File: config.mk
export PLATFORM = sky130hd
export DESIGN_NAME = bccs_regs
export DESIGN_NICKNAME = d
export VERILOG_FILES = /design/src/core/bccs_pkg.sv /design/src/core/bccs_clock_gate.sv /design/src/core/bccs_split_check.sv /design/src/core/bccs_regs.sv
export VERILOG_INCLUDE_DIRS = /design/src /design/src/core
export SDC_FILE = /design/constraint.sdc
export NUM_CORES = 1
export LEC_CHECK = 0
export BUFFER_PORTS_ARGS = -buffer_cell sky130_fd_sc_hd__buf_2
export CAP_MARGIN = 20
export CORE_MARGIN = 1.5
export CORE_UTILIZATION = 45
export CTS_BUF_LIST = sky130_fd_sc_hd__clkbuf_16
export DETAILED_ROUTE_END_ITERATION = 10
export MAX_ROUTING_LAYER = met4
export PLACE_DENSITY_LB_ADDON = 0.25
export SETUP_SLACK_MARGIN = 0.5
export SLEW_MARGIN = 15
export SYNTH_ARGS = -nofsm -noshare
export SYNTH_HDL_FRONTEND = slang
export SYNTH_HIERARCHICAL = 1
export SYNTH_SLANG_ARGS = --single-unit
File: constraint.sdc
create_clock -name clock -period 3.6 [get_ports clock]
set_input_delay 0.18 -clock clock [delete_from_list [all_inputs] [get_ports clock]]
set_output_delay 0.18 -clock clock [all_outputs]
set_load 0.01 [all_outputs]
File: src/core/bccs_consts.svh
/*
 Offsets, field positions, reset values and constants of the bridge capability
 register bank. Assumes inclusion by bare name from the core files.
*/
`ifndef BCCS_CONSTS_SVH
`define BCCS_CONSTS_SVH

// ----------------------------------------
// Register word offsets (byte addresses)
// ----------------------------------------
`define BCCS_OFF_UP_SPLIT       8'h88
`define BCCS_OFF_DN_SPLIT       8'h8c
`define BCCS_OFF_PWR_CAP        8'h90
`define BCCS_OFF_PWR_CSR        8'h94
`define BCCS_OFF_RSVD0          8'h98
`define BCCS_OFF_RSVD1          8'h9c
`define BCCS_OFF_SLOT_ID        8'ha0
`define BCCS_OFF_CLK_GATE       8'ha4
`define BCCS_OFF_SUBSYS_CAP     8'ha8
`define BCCS_OFF_SUBSYS_ID      8'hac
`define BCCS_OFF_EXP_CAP        8'hb0
`define BCCS_OFF_SPLIT_STAT     8'h84

// ----------------------------------------
// Reset values and fixed fields
// ----------------------------------------
`define BCCS_SPLIT_CAP          16'h0010
`define BCCS_SPLIT_LIMIT_RST    16'h0010
`define BCCS_SPLIT_NOLIMIT      16'hffff
`define BCCS_PM_ID              8'h01
`define BCCS_PM_NEXT            8'ha8
`define BCCS_PM_VERSION         3'h3
`define BCCS_AUX_CURRENT        3'h1
`define BCCS_PME_SUPPORT        5'h19
`define BCCS_PSTATE_D0          2'h0
`define BCCS_PSTATE_D3          2'h3
`define BCCS_SI_ID              8'h04
`define BCCS_SI_NEXT            8'hb0
`define BCCS_SUB_ID             8'h0d
`define BCCS_SUB_NEXT_DFLT      8'hb0
`define BCCS_SUB_NEXT_SI        8'ha0
`define BCCS_EXP_ID             8'h10
`define BCCS_EXP_NEXT           8'hf0
`define BCCS_EXP_VERSION        4'h1
`define BCCS_EXP_TYPE_FWD       4'h7
`define BCCS_EXP_TYPE_REV       4'h8

// ----------------------------------------
// Field positions
// ----------------------------------------
`define BCCS_BIT_PME_EN         8
`define BCCS_BIT_PME_STAT       15
`define BCCS_BIT_CLK_STOPPED    13
`define BCCS_BIT_CLKRUN_EN      14
`define BCCS_BIT_CLKRUN_MODE    15
`define BCCS_BIT_SPLIT_DLY      21

// ----------------------------------------
// Timing
// ----------------------------------------
`define BCCS_CLK_PERIOD_NS      4
`define BCCS_PM_RESET_NS        40
`define BCCS_PM_RESET_CYC       (`BCCS_PM_RESET_NS / `BCCS_CLK_PERIOD_NS)

`endif

File: src/core/bccs_pkg.sv
/*
 Types of the bridge capability register bank.
 Assumes nothing beyond a SystemVerilog compiler.
*/
package bccs_pkg;

	typedef enum logic [1:0] {
		PM_D0     = 2'b00,
		PM_RESET  = 2'b01,
		PM_D3     = 2'b11
	} bccs_pm_e;

	typedef struct packed {
		logic [7:0]  addr;
		logic [31:0] wdata;
		logic        wr;
		logic        rd;
	} bccs_bus_s;

	typedef struct packed {
		logic        secIdle;
		logic        priPending;
	} bccs_busstate_s;

endpackage

File: src/core/bccs_clock_gate.sv
/*
 Secondary clock output gating: per-output enables in forward mode only, and the clock-run stop.
 Assumes clockIn is a free-running secondary clock from the same core clock tree;
 gating is done with a registered enable sampled on the core clock.
*/
`timescale 1ns/10ps
`include "bccs_consts.svh"

module bccs_clock_gate (
	input  wire logic        clock,
	input  wire logic        rst,
	input  wire logic        clockIn,
	input  wire logic        forwardMode,
	input  wire logic [10:0] gateCtl,
	input  wire logic        clockStop,
	output logic      [6:0]  clockOut
);

	logic [6:0] runEn_r;
	logic [6:0] runEn_nxt;
	integer     i;

	always_comb begin
		runEn_nxt = 7'h7f;
		if (forwardMode) begin
			for (i = 0; i < 4; i = i + 1) begin
				runEn_nxt[i] = ~(gateCtl[2*i] & gateCtl[2*i+1]);
			end
			for (i = 0; i < 3; i = i + 1) begin
				runEn_nxt[4+i] = ~gateCtl[8+i];
			end
		end
		if (clockStop) begin
			runEn_nxt = 7'h00;
		end
	end

	always_ff @(posedge clock) begin
		if (rst) begin
			runEn_r <= 7'h7f;
		end else begin
			runEn_r <= runEn_nxt;
		end
	end

	// Stopped outputs sit low
	assign clockOut = runEn_r & {7{clockIn}};

endmodule

File: src/core/bccs_split_check.sv
/*
 Commitment limit check for one direction of split requests.
 Assumes the requester holds reqValid with the pending size until it sees reqGo.
*/
`timescale 1ns/10ps
`include "bccs_consts.svh"

module bccs_split_check (
	input  wire logic [15:0] limit,
	input  wire logic [15:0] committed,
	input  wire logic [15:0] reqSize,
	input  wire logic        reqValid,
	output logic             reqGo,
	output logic             reqDelay
);

	logic [16:0] total;
	logic        fits;

	assign total    = {1'b0, committed} + {1'b0, reqSize};
	// Unlimited setting bypasses space checking
	assign fits     = (limit == `BCCS_SPLIT_NOLIMIT) || (total <= {1'b0, limit});
	assign reqGo    = reqValid & fits;
	assign reqDelay = reqValid & ~fits;

endmodule

File: src/core/bccs_regs.sv
/*
 Bridge capability configuration register bank, offsets 88h to B0h, plus a
 split-status word. Assumes single-cycle strobes from a configuration master
 on the core clock; straps and bus-state inputs arrive asynchronously.
*/
// Our own choice: the plain strobed port.
//
// Notes on behaviour
// - Upstream split buffer reads 16 ADQs
// - Downstream split buffer reads 16 ADQs
// - Upstream limit writable, FFFFh disables checking
// - Downstream limit writable, FFFFh disables checking
// - Power slot_ident_cap_id 01h, next A8h
// - Version 011, no clock, no DSI, no D1/D2
// - PME support field reads 11001
// - Power state accepts only D0 and D3
// - D3 to D0 pulses internal reset only
// - PME enable bit 8 gates event output
// - PME status bit 15 write-one-clear
// - Bridge extension and data fields read zero
// - Slot ident ID 04h, next B0h, writable fields
// - Slot clocks 0-3 stop on 11 in forward mode
// - Device clocks 4-6 stop on 1 in forward mode
// - Bit 13 shows secondary clock stopped
// - Mode 0 stops clock only in D3hot
// - Mode 1 stops clock when bus idle
// - Card_code 0Dh, next B0h or A0h
// - Read-only subsystem vendor and card codes
// - Express slot_ident_cap_id 10h, next F0h
// - Port type 7h forward, 8h reverse, version 1
// - Split delayed flag set, write-one-clear
`timescale 1ns/10ps
`include "bccs_consts.svh"

module bccs_regs #(
	parameter logic [15:0] CARD_VENDOR_CODE = 16'h5a5a,  // Arbitrary value
	parameter logic [15:0] CARD_CODE        = 16'ha5a5,  // Arbitrary value
	parameter int          PM_RESET_CYC     = `BCCS_PM_RESET_CYC
) (
	input  wire logic                   clock,
	input  wire logic                   rst,
	input  wire bccs_pkg::bccs_bus_s    bus,
	output logic      [31:0]            rdata,
	input  wire logic                   forwardModePin,
	input  wire logic                   slotIdEnablePin,
	input  wire bccs_pkg::bccs_busstate_s busState,
	input  wire logic                   powerEvent,
	input  wire logic                   upReqValid,
	input  wire logic [15:0]            upReqSize,
	input  wire logic [15:0]            upCommitted,
	output logic                        upReqGo,
	input  wire logic                   dnReqValid,
	input  wire logic [15:0]            dnReqSize,
	input  wire logic [15:0]            dnCommitted,
	output logic                        dnReqGo,
	input  wire logic                   secClockIn,
	output logic                        slot_clock_out_0,
	output logic                        slot_clock_out_1,
	output logic                        slot_clock_out_2,
	output logic                        slot_clock_out_3,
	output logic                        device_clock_out_1,
	output logic                        device_clock_out_2,
	output logic                        bridge_feedback_clock_out,
	output logic                        power_event_out_n,
	output logic                        internalReset,
	output logic                        secBusReset,
	output logic                        clkrunEnable
);

	// ----------------------------------------
	// Input synchronisers
	// ----------------------------------------
	logic [4:0] syncA_r;
	logic [4:0] syncB_r;

	always_ff @(posedge clock) begin
		if (rst) begin
			syncA_r <= 5'h00;
			syncB_r <= 5'h00;
		end else begin
			syncA_r <= {forwardModePin, slotIdEnablePin, busState.secIdle, busState.priPending, powerEvent};
			syncB_r <= syncA_r;
		end
	end

	logic forwardMode;
	logic slotIdEnable;
	logic secIdle;
	logic priPending;
	logic pmeEventIn;

	assign forwardMode  = syncB_r[4];
	assign slotIdEnable = syncB_r[3];
	assign secIdle      = syncB_r[2];
	assign priPending   = syncB_r[1];
	assign pmeEventIn   = syncB_r[0];

	// ----------------------------------------
	// Decode helpers
	// ----------------------------------------
	function automatic logic hitWr(input bccs_pkg::bccs_bus_s b, input logic [7:0] off);
		hitWr = b.wr && (b.addr == off);
	endfunction

	logic [31:0] w;
	assign w = bus.wdata;

	// ----------------------------------------
	// Split commitment limits and status
	// ----------------------------------------
	logic [15:0] upLimit_r;
	logic [15:0] dnLimit_r;
	logic        splitDelayed_r;
	logic        upDelay;
	logic        dnDelay;

	always_ff @(posedge clock) begin
		if (rst) begin
			upLimit_r <= `BCCS_SPLIT_LIMIT_RST;
			dnLimit_r <= `BCCS_SPLIT_LIMIT_RST;
		end else begin
			if (hitWr(bus, `BCCS_OFF_UP_SPLIT)) begin
				upLimit_r <= w[31:16];
			end
			if (hitWr(bus, `BCCS_OFF_DN_SPLIT)) begin
				dnLimit_r <= w[31:16];
			end
		end
	end

	bccs_split_check upCheck (
		.limit     (upLimit_r),
		.committed (upCommitted),
		.reqSize   (upReqSize),
		.reqValid  (upReqValid),
		.reqGo     (upReqGo),
		.reqDelay  (upDelay)
	);

	bccs_split_check dnCheck (
		.limit     (dnLimit_r),
		.committed (dnCommitted),
		.reqSize   (dnReqSize),
		.reqValid  (dnReqValid),
		.reqGo     (dnReqGo),
		.reqDelay  (dnDelay)
	);

	// Set wins over a same-cycle clear
	always_ff @(posedge clock) begin
		if (rst) begin
			splitDelayed_r <= 1'b0;
		end else if (upDelay | dnDelay) begin
			splitDelayed_r <= 1'b1;
		end else if (hitWr(bus, `BCCS_OFF_SPLIT_STAT) && w[`BCCS_BIT_SPLIT_DLY]) begin
			splitDelayed_r <= 1'b0;
		end
	end

	// ----------------------------------------
	// Power management
	// ----------------------------------------
	bccs_pkg::bccs_pm_e pmState_r;
	logic [7:0]         pmCount_r;
	logic               pmeEnable_r;
	logic               pmeStatus_r;
	logic [1:0]         pstateWr;
	logic               pmCsrWr;

	assign pmCsrWr  = hitWr(bus, `BCCS_OFF_PWR_CSR);
	assign pstateWr = w[1:0];

	always_ff @(posedge clock) begin
		if (rst) begin
			pmState_r <= bccs_pkg::PM_D0;
			pmCount_r <= 8'h00;
		end else begin
			case (pmState_r)
				bccs_pkg::PM_D0: begin
					if (pmCsrWr && pstateWr == `BCCS_PSTATE_D3) begin
						pmState_r <= bccs_pkg::PM_D3;
					end
				end
				bccs_pkg::PM_D3: begin
					if (pmCsrWr && pstateWr == `BCCS_PSTATE_D0) begin
						pmState_r <= bccs_pkg::PM_RESET;
						pmCount_r <= PM_RESET_CYC[7:0];
					end
				end
				bccs_pkg::PM_RESET: begin
					if (pmCount_r <= 8'h01) begin
						pmState_r <= bccs_pkg::PM_D0;
					end
					pmCount_r <= pmCount_r - 8'h01;
				end
				default: begin
					pmState_r <= bccs_pkg::PM_D0;
				end
			endcase
		end
	end

	// Sticky bits survive the soft reset, cleared only by rst
	always_ff @(posedge clock) begin
		if (rst) begin
			pmeEnable_r <= 1'b0;
		end else if (pmCsrWr) begin
			pmeEnable_r <= w[`BCCS_BIT_PME_EN];
		end
	end

	always_ff @(posedge clock) begin
		if (rst) begin
			pmeStatus_r <= 1'b0;
		end else if (pmeEventIn) begin
			pmeStatus_r <= 1'b1;
		end else if (pmCsrWr && w[`BCCS_BIT_PME_STAT]) begin
			pmeStatus_r <= 1'b0;
		end
	end

	logic pmeOut_r;
	always_ff @(posedge clock) begin
		if (rst) begin
			pmeOut_r <= 1'b0;
		end else begin
			pmeOut_r <= pmeStatus_r & pmeEnable_r;
		end
	end

	assign power_event_out_n = ~(pmeOut_r & pmeEnable_r);
	assign internalReset     = (pmState_r == bccs_pkg::PM_RESET);
	assign secBusReset       = 1'b0;

	logic [1:0] pstateRd;
	assign pstateRd = (pmState_r == bccs_pkg::PM_D3) ? `BCCS_PSTATE_D3 : `BCCS_PSTATE_D0;

	// ----------------------------------------
	// Slot identification and clock gating
	// ----------------------------------------
	logic [4:0]  slotNum_r;
	logic        firstInChassis_r;
	logic [7:0]  chassis_r;
	logic [10:0] gateCtl_r;
	logic        clkrunEn_r;
	logic        clkrunMode_r;
	logic        clockStop_r;
	logic        clockStop_nxt;

	always_ff @(posedge clock) begin
		if (rst || internalReset) begin
			slotNum_r        <= 5'h00;
			firstInChassis_r <= 1'b0;
			chassis_r        <= 8'h00;
		end else if (hitWr(bus, `BCCS_OFF_SLOT_ID)) begin
			slotNum_r        <= w[20:16];
			firstInChassis_r <= w[21];
			chassis_r        <= w[31:24];
		end
	end

	always_ff @(posedge clock) begin
		if (rst || internalReset) begin
			gateCtl_r    <= 11'h000;
			clkrunEn_r   <= 1'b0;
			clkrunMode_r <= 1'b0;
		end else if (hitWr(bus, `BCCS_OFF_CLK_GATE)) begin
			gateCtl_r    <= w[10:0];
			clkrunEn_r   <= w[`BCCS_BIT_CLKRUN_EN];
			clkrunMode_r <= w[`BCCS_BIT_CLKRUN_MODE];
		end
	end

	always_comb begin
		if (clkrunMode_r) begin
			clockStop_nxt = secIdle & ~priPending;
		end else begin
			clockStop_nxt = (pmState_r == bccs_pkg::PM_D3);
		end
	end

	always_ff @(posedge clock) begin
		if (rst) begin
			clockStop_r <= 1'b0;
		end else begin
			clockStop_r <= clockStop_nxt;
		end
	end

	assign clkrunEnable = clkrunEn_r;

	logic [6:0] clkOuts;
	bccs_clock_gate clockGate (
		.clock       (clock),
		.rst         (rst),
		.clockIn     (secClockIn),
		.forwardMode (forwardMode),
		.gateCtl     (gateCtl_r),
		.clockStop   (clockStop_r),
		.clockOut    (clkOuts)
	);

	assign slot_clock_out_0          = clkOuts[0];
	assign slot_clock_out_1          = clkOuts[1];
	assign slot_clock_out_2          = clkOuts[2];
	assign slot_clock_out_3          = clkOuts[3];
	assign device_clock_out_1        = clkOuts[4];
	assign device_clock_out_2        = clkOuts[5];
	assign bridge_feedback_clock_out = clkOuts[6];

	// ----------------------------------------
	// Read mux
	// ----------------------------------------
	logic [31:0] rdNxt;
	logic [7:0]  subNext;
	logic [3:0]  portType;

	assign subNext  = slotIdEnable ? `BCCS_SUB_NEXT_SI : `BCCS_SUB_NEXT_DFLT;
	assign portType = forwardMode ? `BCCS_EXP_TYPE_FWD : `BCCS_EXP_TYPE_REV;

	always_comb begin
		rdNxt = 32'h0000_0000;
		case (bus.addr)
			`BCCS_OFF_UP_SPLIT:   rdNxt = {upLimit_r, `BCCS_SPLIT_CAP};
			`BCCS_OFF_DN_SPLIT:   rdNxt = {dnLimit_r, `BCCS_SPLIT_CAP};
			`BCCS_OFF_SPLIT_STAT: rdNxt = {10'h000, splitDelayed_r, 21'h000000};
			`BCCS_OFF_PWR_CAP:    rdNxt = {`BCCS_PME_SUPPORT, 2'b00, `BCCS_AUX_CURRENT, 1'b0, 1'b0, 1'b0,
			                               `BCCS_PM_VERSION, `BCCS_PM_NEXT, `BCCS_PM_ID};
			`BCCS_OFF_PWR_CSR:    rdNxt = {16'h0000, pmeStatus_r, 6'h00, pmeEnable_r, 6'h00, pstateRd};
			`BCCS_OFF_SLOT_ID:    rdNxt = {chassis_r, 2'b00, firstInChassis_r, slotNum_r, `BCCS_SI_NEXT, `BCCS_SI_ID};
			`BCCS_OFF_CLK_GATE:   rdNxt = {16'h0000, clkrunMode_r, clkrunEn_r, clockStop_r, 2'b00, gateCtl_r};
			`BCCS_OFF_SUBSYS_CAP: rdNxt = {16'h0000, subNext, `BCCS_SUB_ID};
			`BCCS_OFF_SUBSYS_ID:  rdNxt = {CARD_CODE, CARD_VENDOR_CODE};
			`BCCS_OFF_EXP_CAP:    rdNxt = {8'h00, portType, `BCCS_EXP_VERSION, `BCCS_EXP_NEXT, `BCCS_EXP_ID};
			default:              rdNxt = 32'h0000_0000;
		endcase
	end

	always_ff @(posedge clock) begin
		if (rst) begin
			rdata <= 32'h0000_0000;
		end else if (bus.rd) begin
			rdata <= rdNxt;
		end else begin
			rdata <= 32'h0000_0000;
		end
	end

endmodule

* Yosys cells after proc, flatten, opt, wreduce, memory -nomap -nowiden *
Cells that the tools add are included.
Widths: inputs -> output; s select.

storage, ports and cells
  flip-flop bits (word level) = 123
  output and inout bits = 45
  input bits = 116
  logic and storage cells = 106

operators by class
  $add $sub $neg = 3
  multiplexer cells = 17
  $lt $le $gt $ge = 3
  equal/unequal tests = 18
  bitwise gates (word level) = 25
  reduce and logical (&&, ||, !) cells = 21

operators by type and width
  cell                  number
  $pmux 32 s10          1
  $eq 8x8->1 const B    10
  $add 16x16->17        2
  $le 17x16->1          2
  $eq 16x16->1 const B  2
  $pmux 8 s2            1
  $mux 7                2
  $not 1->1             12
  $and 1x1->1           11
  $logic_and 1x1->1     10
  $le 8x1->1 const B    1
  $mux 2                4
  $mux 8                1
  $sub 8x1->8 const B   1
  $and 7x7->7           1
  $pmux 2 s3            1
  $reduce_bool 2->1     3
  $mux 1                5
  $mux 5                1
  $eq 2x2->1 const B    2
  $logic_not 2->1       2
  $mux 4                1
  $ne 2x2->1 const B    2
  $logic_or 1x1->1      3
  other kinds (6)       6

* Longest topological paths before layout *
Gate-level depths: netlist of the first run.

  depth in word-level cells = 7
  mapped depth = 18
  mapped depth without buffers = 18

* By module *
Netlist of the first run, hierarchy kept.

by module, submodules not included
  module                      cells an instance  instances  area each (µm²)  sequential area each (µm²)
  bccs_regs                   525                1          4,829.6          2,322.2
  bccs_split_check (dnCheck)  162                1          1,181.1          0.0
  bccs_split_check (upCheck)  159                1          1,162.4          0.0
  bccs_clock_gate             28                 1          267.8            140.1

* Least setup slack after synthesis of the first run *
No wires, ideal clock.

  path kind = input port to flip-flop
  from = input port upCommitted[0]
  to = register splitDelayed_r
  arrival time = 3.114 ns
  library setup time = 0.128 ns
  cell stages on the path = 18
  slack = 0.358 ns
  buffers on the path = 0
  data required time = 3.472 ns
  cells stage by stage = ha_1 > inv_1 > fa_1 > nand2b_1 > a21oi_1 > o221a_4 > a31oi_1 > o21ai_0 > xor2_1 > ha_1 > nand4_1 > nor4_1 > a21oi_1 > a211oi_1 > o22ai_1 > and3_1 > a211oi_1 > nor2_1

on the way
  cells in the longest elaborated chain, start to end = 7
  elaborated cells on any way between the ends = 8
  classes of those cells = add/sub: 1; order compare: 1; mux: 1; bitwise: 3; reduce/logical: 2

ends and longest elaborated chain
  what                                                line                    RTL
  start, declared                                     bccs_regs.sv:50         input wire logic [15:0] upCommitted,
  $add 16x16->17 *                                    bccs_split_check.sv:20  assign total = {1'b0, committed} + {1'b0, reqSize};
  $le 17x16->1 *                                      bccs_split_check.sv:22  assign fits = (limit == `BCCS_SPLIT_NOLIMIT) || (total <= {1'b0, limit});
  $logic_or 1x1->1 *                                  bccs_split_check.sv:22
  $not 1->1 *                                         bccs_split_check.sv:24  assign reqDelay = reqValid & ~fits;
  $and 1x1->1 *                                       bccs_split_check.sv:24
  named net upDelay                                   bccs_regs.sv:114        logic upDelay;
  $or 1x1->1 *                                        bccs_regs.sv:153        end else if (upDelay | dnDelay) begin
  $mux 1 / $reduce_bool 2->1 (equally long branches)  --
  end signal, assigned                                bccs_regs.sv:152        splitDelayed_r <= 1'b0;
  end signal, assigned                                bccs_regs.sv:154        splitDelayed_r <= 1'b1;
  end signal, assigned                                bccs_regs.sv:156        splitDelayed_r <= 1'b0;
  end, declared                                       bccs_regs.sv:113        logic splitDelayed_r;

Mark *: on every way through the listed nets, which the timed path passes. The rest lies on a longest branch.
A chain may end at the register's enable or synchronous reset.

* Final worst setup path of the first run *
  from = input port upCommitted[5]
  to = output port upReqGo

on the way
  cells in the longest elaborated chain, start to end = 4

ends and longest elaborated chain
  what              line                    RTL
  $add 16x16->17    bccs_split_check.sv:20
  $le 17x16->1      bccs_split_check.sv:22
  $logic_or 1x1->1  bccs_split_check.sv:22
  $and 1x1->1       bccs_split_check.sv:23  assign reqGo = reqValid & fits;
  end, declared     bccs_regs.sv:51         output logic upReqGo,

No other way between the ends.

==> metrics.md, run 1 <==
| Metric | Value |
|---|---|
| Outcome | complete, no violations |
| Layout Nets | ~1200 |
| Warnings, synthesis | 6 |
| Synth top area share | around a third |
| Synth Cell Area | approximately 0.0074 mm² |
| Yosys top cell by area | dfxtp_1 |
| Synth Instances | 874 |
| Syn Area/Cell | roughly 8.5 µm² |
| CTS HTree Levels | 4 |
| Worst Skew | slightly below 0.009 ns |
| Clock Tree Root | clkbuf_16 |
| Starting density of the core | between 40% and 50% |
| ANT nets after route | 0 |
| Maximum clock rate | 310 MHz |
| CP Launch Type | primary input |
| Cell row count | 46 |
| Number of synthesized flops with an enable pin | 0 |
| Class of the worst hold path | in -> reg |
| Boundary Pins | 161 |
| Yosys reg bits | roughly 120 |
| Maximum VDD drop | 0.000368 V |
| Largest net degree at the start of global routing | 61 |
| PD cells | approximately 420 mW/mm² |
| First-pass GRT wire length | 33200 µm |
| Final worst slack | ~0.37 ns |
| Placed cell count | roughly 1200 |
| Final worst-path cycle share | 89.7% |
| Num CTS Buffers | 17 |
| Sum of negative setup slack | 0 ns |
| Post-Route WL | slightly above 20000 µm |
| GRT Overall Usage | 24.3% |
| Post-synth ARST share | 0% |
| Post-layout min period | 3.23 ns |
| Die area | 0.0173 mm² |
| RSZ-0062 raised after global routing | yes |
| Initial antenna violation count | 1 |
| Synthesis-to-layout area growth | 27.5% |
| RePlAce Congestion | between 0.8 and 0.9 |
| DRC violations left | 0 |
| Layout cells sized above 1 | 24.1% |
| Synth top area cells | dfxtp_1, ha_1, mux2i_1 |
| Drt wl/cell | ~16 µm |
| Core Box Area | between 0.015 and 0.02 mm² |
| Vias post-DR | 6916 |
| Slew @ Worst Pin | roughly 0.91 ns |
| MaxCap Viol Count | 0 |
| Detailed Place HPWL | roughly 15000 µm |
| Max Transition Viols Final | 0 |
| Count of cell types in the netlist | 81 |
| Initial DRC count | around 480 |
| Critical path type | in -> out |
| Ys flop type | dfxtp_1 |
| Overflow left after global routing | 0 |
| Die Wd | roughly 130 µm |
| Fin cells | approximately 1300 |
| Pre-CTS WS | 0.0315 ns |
| Port Buffers | roughly 160 |
| Req. time, crit path | 3.42 ns |
| Clk sinks | ~120 |
| CTS tree | yes |
| FILL cells | roughly 1500 |
| Leak pwr | approximately 0.0043 µW |
| Vias in the first global route | 6658 |
| Clock Latency Late Sink | 0.42 ns |
| Die Height | about 130 µm |
| DR vias/cell | approximately 5.4 |
| Fin. Hold Viols | 0 |
| Kind of end point of the critical path | output port |
| Clock Path Buffers | 2 |
| Part of the Yosys area used for sequential elements | between 30 and 40% |
| Synth Net Count | roughly 1100 |
| Clock transition at path regs | 0.05 ns |
| Worst Path Arrival | between 3 and 4 ns |
| Slew HR | between 30% and 40% |
| Crit Path Max Fanout | 4 |
| Setup violations, final | 0 |
| 1st-pass router iterations | 5 |
==> what timing repair did <==
| item | in CTS | in global routing |
|---|---|---|
| setup endpoints to repair | 3 | 3 |
| gates resized for setup | 19 | 16 |
| hold buffers | 13 | 0 |
| endpoints found under the hold margin | 13 | 0 |
| buffers inserted | 8 | 0 |
| pin swaps | 23 | 17 |
==> kinds of logic (layout without fill, tap and decap cells) <==
| family | count (synthesis) | in the layout | share of synthesized area [%] |
|---|---|---|---|
| flops | 123 | 123 | 33.1 |
| other cells | 1 | 2 | 0.0504 |
| fa+ha+maj | 71 | 71 | 12.1 |
| buf+inv | 95 | 280 | 4.94 |
| mux | 48 | 48 | 6.47 |
| compound gates | 214 | 214 | 19.8 |
| simple gates | 297 | 297 | 20.5 |
| xor+xnor | 25 | 25 | 2.94 |
==> metrics by stage <==
stage / hold slack, ns / total power [µW] / instance area, µm² / util, %
final: 0.0235 / 4000 / 9490 / 59.3
after global routing: 0.0237 / 4180 / 9490 / 59.3
after CTS: 0.00720 / 4000 / 9410 / 58.8
after detailed placement: 0.401 / 2120 / 8520 / 53.2
after global placement: 0.394 / 2110 / 8520 / 53.2
after floorplan: 0.280 / 1920 / 7510 / -
==> Yosys cell counts, types with 8 or more instances <==
cell / number
clkbuf_1: 28
nand3_1: 16
or2_1: 8
o21ai_0: 23
a21oi_1: 70
a211oi_1: 9
nor3_1: 13
nor2_1: 91
and3_1: 9
nor2b_1: 20
inv_1: 59
xnor2_1: 19
nand4_1: 20
ha_1: 69
a21o_1: 15
dfxtp_1: 123
and2_1: 15
mux2i_1: 47
a22oi_1: 10
a31oi_1: 9
nand2_1: 61
==> critical path, cell delays in order <==
cell and delay, ns:
buf_2 0.11, ha_4 0.25, a21o_1 0.18, or3_1 0.34, o221a_4 0.28, o21a_1 0.17
nor2_1 0.10, xnor2_1 0.10, ha_1 0.32, nand2_1 0.09, nor4_1 0.25, a21oi_1 0.12
a211oi_2 0.15, o22ai_1 0.11, a21boi_1 0.15, buf_2 0.16
==> final cells by class <==
class	instances	area [µm²]	share of cell area, %
multi-input combinational	656	4830	50.9
timing repair buffer	189	1080	11.4
inverter	59	221	2.33
tap	216	270	2.85
antenna	1	2.50	0.0264
clock inverter	15	205	2.16
clock buffer	17	425	4.48
sequential	123	2460	25.9
==> cells in the final DEF, fill, tap and decap left out, types with 8 or more instances in the layout <==
cell / netlist / routed
nand4_1: 20 / 20
a21oi_1: 70 / 66
o21ai_0: 23 / 18
nor3_1: 13 / 13
dlygate4sd3_1: 0 / 13
dfxtp_1: 123 / 123
ha_1: 69 / 63
inv_1: 59 / 60
xnor2_1: 19 / 19
nand3_1: 16 / 16
a22oi_1: 10 / 10
nand2_1: 61 / 61
buf_4: 1 / 19
nor2b_1: 20 / 19
a31oi_1: 9 / 8
buf_2: 6 / 154
and2_1: 15 / 15
clkbuf_16: 0 / 17
nor2_1: 91 / 89
mux2i_1: 47 / 47
a21o_1: 15 / 15
and3_1: 9 / 9
or2_1: 8 / 8
==> layer usage <==
metal	share of wire, %	vias up	global-route usage (%)	wire length, µm
met1	46	3214	30.5	9210
li1	-	3489	-	-
met5	0	-	-	0
met3	4.8	27	5.17	965
met4	1.5	0	7.47	311
met2	48	186	39.3	9710
==> sequential cells by signal (all words and copies together), names as in the netlist, 5 cells and up <==
name,flops
clockGate/runEn_r,7
chassis_r,8
syncA_r,5
pmCount_r,8
slotNum_r,5
syncB_r,5
upLimit_r,16
rdata,32
dnLimit_r,16
gateCtl_r,11
==> report_power, final <==
part | switching (µW) | total, µW | leakage (µW) | internal, µW
clock network | 618 | 1830 | 0.000306 | 1210
registers | 14.5 | 1390 | 0.000994 | 1380
logic | 412 | 780 | 0.00298 | 368
==> path summary, 6_finish.rpt <==
| check | startpoint | to | slack [ns] | cells past startpoint |
|---|---|---|---|---|
| worst min-delay path | bus[11] | gateCtl_r[9] | 0.02 | 3 |
| worst max register to register | upLimit_r[6] | splitDelayed_r | 1.18 | 10 |
| worst min register to register | syncA_r[0] | syncB_r[0] | 0.43 | 1 |
| worst max-delay path | upCommitted[5] | upReqGo | 0.37 | 16 |
(Power assumes the default switching activity.)
==> inputs of run 2 (changes only) <==
--- a/config.mk
+++ b/config.mk
@@ -6,6 +6,8 @@
 export SDC_FILE = /design/constraint.sdc
 export NUM_CORES = 1
 export LEC_CHECK = 0
+export ABC_AREA = 1
+export ABC_CLOCK_PERIOD_IN_PS = 3600
 export BUFFER_PORTS_ARGS = -buffer_cell sky130_fd_sc_hd__buf_2
 export CAP_MARGIN = 20
 export CORE_MARGIN = 1.5
@@ -14,6 +16,7 @@
 export DETAILED_ROUTE_END_ITERATION = 10
 export MAX_ROUTING_LAYER = met4
 export PLACE_DENSITY_LB_ADDON = 0.25
+export REMOVE_ABC_BUFFERS = 1
 export SETUP_SLACK_MARGIN = 0.5
 export SLEW_MARGIN = 15
 export SYNTH_ARGS = -nofsm -noshare
==> metrics.md, run 2 <==
| Metric | Value |
|---|---|
| Final worst-path cycle share | 89.0% (-0.71 points) |
| DR vias/cell | 5.00 (-7.8%) |
| Synthesis-to-layout area growth | 21.7% |
| Layout Nets | 1417 (+15%) |
| Post-synth ARST share | 0% (unchanged) |
| CTS HTree Levels | 4 (unchanged) |
| Die Height | 133 µm (+0.98%) |
| First-pass GRT wire length | 32100 µm (-3.4%) |
| Setup violations, final | 0 (unchanged) |
| PD cells | 445 mW/mm² (+5.5%) |
| Worst Setup SP | dnCommitted[0] |
| Placed cell count | 1415 (+16%) |
| Reg2reg start | dnLimit_r[4] |
| MaxCap Viol Count | 0 (unchanged) |
| Drt wl/cell | 13.5 µm (-15%) |
| Die area | 0.0177 mm² (+2.0%) |
| RSZ-0062 raised after global routing | yes |
| Max reg flops | 32 (unchanged) |
| Boundary Pins | 161 (unchanged) |
| Post-Route WL | 19800 µm (-2.2%) |
| Crit Path Max Fanout | 3 (-1) |
| Maximum VDD drop | 0.000462 V (+25%) |
| Overflow left after global routing | 0 (unchanged) |
| Largest net degree at the start of global routing | 40 (-34%) |
| GRT Overall Usage | 23.2% (-1.1 points) |
| Most common cell in the netlist | inv_1 |
| Clk sinks | 123 (unchanged) |
| Count of cell types in the netlist | 53 (-35%) |
| Clock Tree Root | clkbuf_16 |
| Outcome | complete, no violations |
| Synth top area cells | dfxtp_1, ha_1, inv_1 |
| Num CTS Buffers | 17 (unchanged) |
| Regs by FF count | rdata x32, dnLimit_r x16, upLimit_r x16 |
| Layout cells sized above 1 | 20.0% (-4.0 points) |
| Worst Path Arrival | 3.02 ns (-0.03 ns) |
| Fin. Hold Viols | 0 (unchanged) |
| Most common cell after layout, fill and taps aside | inv_1 |
| Max Transition Viols Final | 0 (unchanged) |
| Warnings, synthesis | 6 (unchanged) |
| DRC violations left | 0 (unchanged) |
| Met2 Resource Use GR | 39.0% (-0.32 points) |
| Class of the worst hold path | in -> reg |
| Synth Cell Area | 0.00759 mm² (+2.0%) |
| GR Util met1 | 28.4% (-2.0 points) |
| Initial antenna violation count | 1 (unchanged) |
| Clock Latency Late Sink | 0.41 ns (about the same) |
| Cell row count | 47 (+2.2%) |
| FILL cells | 1607 (+7.8%) |
| Critical path type | in -> out |
| Core Box Area | 0.0165 mm² (+3.3%) |
| Fin cells | 1463 (+15%) |
| RePlAce Congestion | 0.893 (+4.2%) |
| 1st-pass router iterations | 5 (unchanged) |
| Slew @ Worst Pin | 1.02 ns (+0.110 ns) |
| Kind of end point of the critical path | output port |
| Global routing's busiest layer | met2 |
| Most frequent cells in the layout | inv_1, nand2_1, buf_2 |
| Worst Skew | 0.00456 ns (-0.00423 ns) |
| Initial DRC count | 521 (+9.2%) |
| Syn Area/Cell | 7.13 µm² (-16%) |
| ANT nets after route | 0 (unchanged) |
| Part of the Yosys area used for sequential elements | 32.4% (-0.65 points) |
| Number of synthesized flops with an enable pin | 0 (unchanged) |
| Sum of negative setup slack | 0 ns (unchanged) |
| Leak pwr | 0.00440 µW (+2.7%) |
| Starting density of the core | 45.9% (-0.57 points) |
| Clock Path Buffers | 2 (unchanged) |
| Yosys reg bits | 123 (unchanged) |
| Post-layout min period | 3.20 ns (-0.0257 ns) |
| Clock transition at path regs | 0.05 ns (about the same) |
| Req. time, crit path | 3.42 ns (about the same) |
| Yosys top cell by area | dfxtp_1 |
| Vias in the first global route | 6896 (+3.6%) |
| Synth Instances | 1064 (+22%) |
| Synth top area share | 32.4% (-0.65 points) |
| Largest Register | rdata |
| Die Wd | 133 µm (+0.98%) |
| Ys flop type | dfxtp_1 |
| Min-delay src | bus[22] |
| Most common library cells after synthesis | inv_1, nand2_1, nor2_1 |
| Vias post-DR | 7312 (+5.7%) |
| CP Launch Type | primary input |
| Slew HR | 32.0% (-7.5 points) |
| Detailed Place HPWL | 14700 µm (-0.17%) |
| CTS tree | yes |
| Maximum clock rate | 312 MHz (+0.80%) |
| Grt met3 use | 4.52% (-0.65 points) |
| Port Buffers | 156 (unchanged) |
## run 2: changes by cell type after synthesis, sizes merged, moves of 15 or more
cell and change:
a21oi +30, and2 -15, clkbuf -19, inv +127, mux2i -47, nand2 +121
nand3 +25, nor2 +48, nor2b -20, o21ai +60
## run 2: where the power goes
group | switching (µW) | internal, µW
logic | 655 | 448
clock network | 578 | 987
registers | 33.2 | 1410
total | 1270 | 2850
## run 2: final cells by class
cell class / instances / area, µm² / area share [%]
Clock buffer: 17 / 425 / 4.60
Sequential cell: 123 / 2460 / 26.6
Inverter: 186 / 706 / 7.64
Timing Repair Buffer: 173 / 956 / 10.3
Tap cell: 220 / 275 / 2.98
Clock inverter: 14 / 113 / 1.22
Antenna cell: 1 / 2.50 / 0.0271
Multi-Input combinational cell: 729 / 4300 / 46.5
## run 2: path summary, 6_finish.rpt
check,endpoint,slack (ns),depth (start not counted)
max,dnReqGo,0.40,26
min,dnLimit_r[4],0.02,3
max reg2reg,splitDelayed_r,1.51,18
min reg2reg,syncB_r[0],0.40,2
## run 2: critical path, stage by stage
cell and delay [ns]:
buf_2 0.10, ha_4 0.14, inv_1 0.05, fa_2 0.33
nand3b_1 0.17, nand2_2 0.12, a21oi_4 0.08, o21ai_4 0.14
a21oi_2 0.09, o21ai_2 0.12, xor2_1 0.17, ha_1 0.26
nand2_1 0.07, inv_1 0.04, nand2_1 0.07, nor2_1 0.06
a21oi_1 0.12, nand3_1 0.08, nand2_1 0.06, nand2_1 0.04
nand2_1 0.05, nand2_1 0.05, nand2_1 0.06, nand2_2 0.06
a21oi_2 0.14, buf_2 0.14
## run 2: cells by family (layout without fill, tap and decap cells)
family,Yosys count,in the layout,synth area share [%]
compound gates,232,232,17.6
xor+xnor,30,30,3.46
fa+ha+maj,71,71,11.9
buf+inv,212,390,11.4
flops,123,123,32.4
other cells,1,2,0.0494
simple gates,395,395,23.2
## run 2: layer usage
layer  up-vias  part of all wire [%]
met4         0                   1.8
met1      3320                    46
met5         -                     0
met2       183                    47
met3        27                   5.1
li1       3782                     -
## run 2: metrics by stage
step | setup slack [ns] | hold slack, ns | total power, µW | instance area [µm²] | utilization [%]
2_1_floorplan | 0.654 | 0.249 | 2260 | 7430 | -
3_3_place_gp | 0.281 | 0.380 | 2510 | 8500 | 51.4
3_5_place_dp | 0.254 | 0.388 | 2530 | 8500 | 51.4
4_1_cts | 0.413 | 0.00749 | 4120 | 9190 | 55.6
5_1_grt | 0.175 | 0.0558 | 4370 | 9240 | 55.9
6_report | 0.397 | 0.0206 | 4110 | 9240 | 55.9
## run 2: repair_timing
item / 4_1_cts / 5_1_grt
pin swaps: 5 / 5
endpoints found under the hold margin: 11 / 0
gates cloned: 0 / 0
hold buffers: 11 / 0
endpoints found under the setup margin: 2 / 3
buffers inserted: 3 / 1
resized for setup: 5 / 5
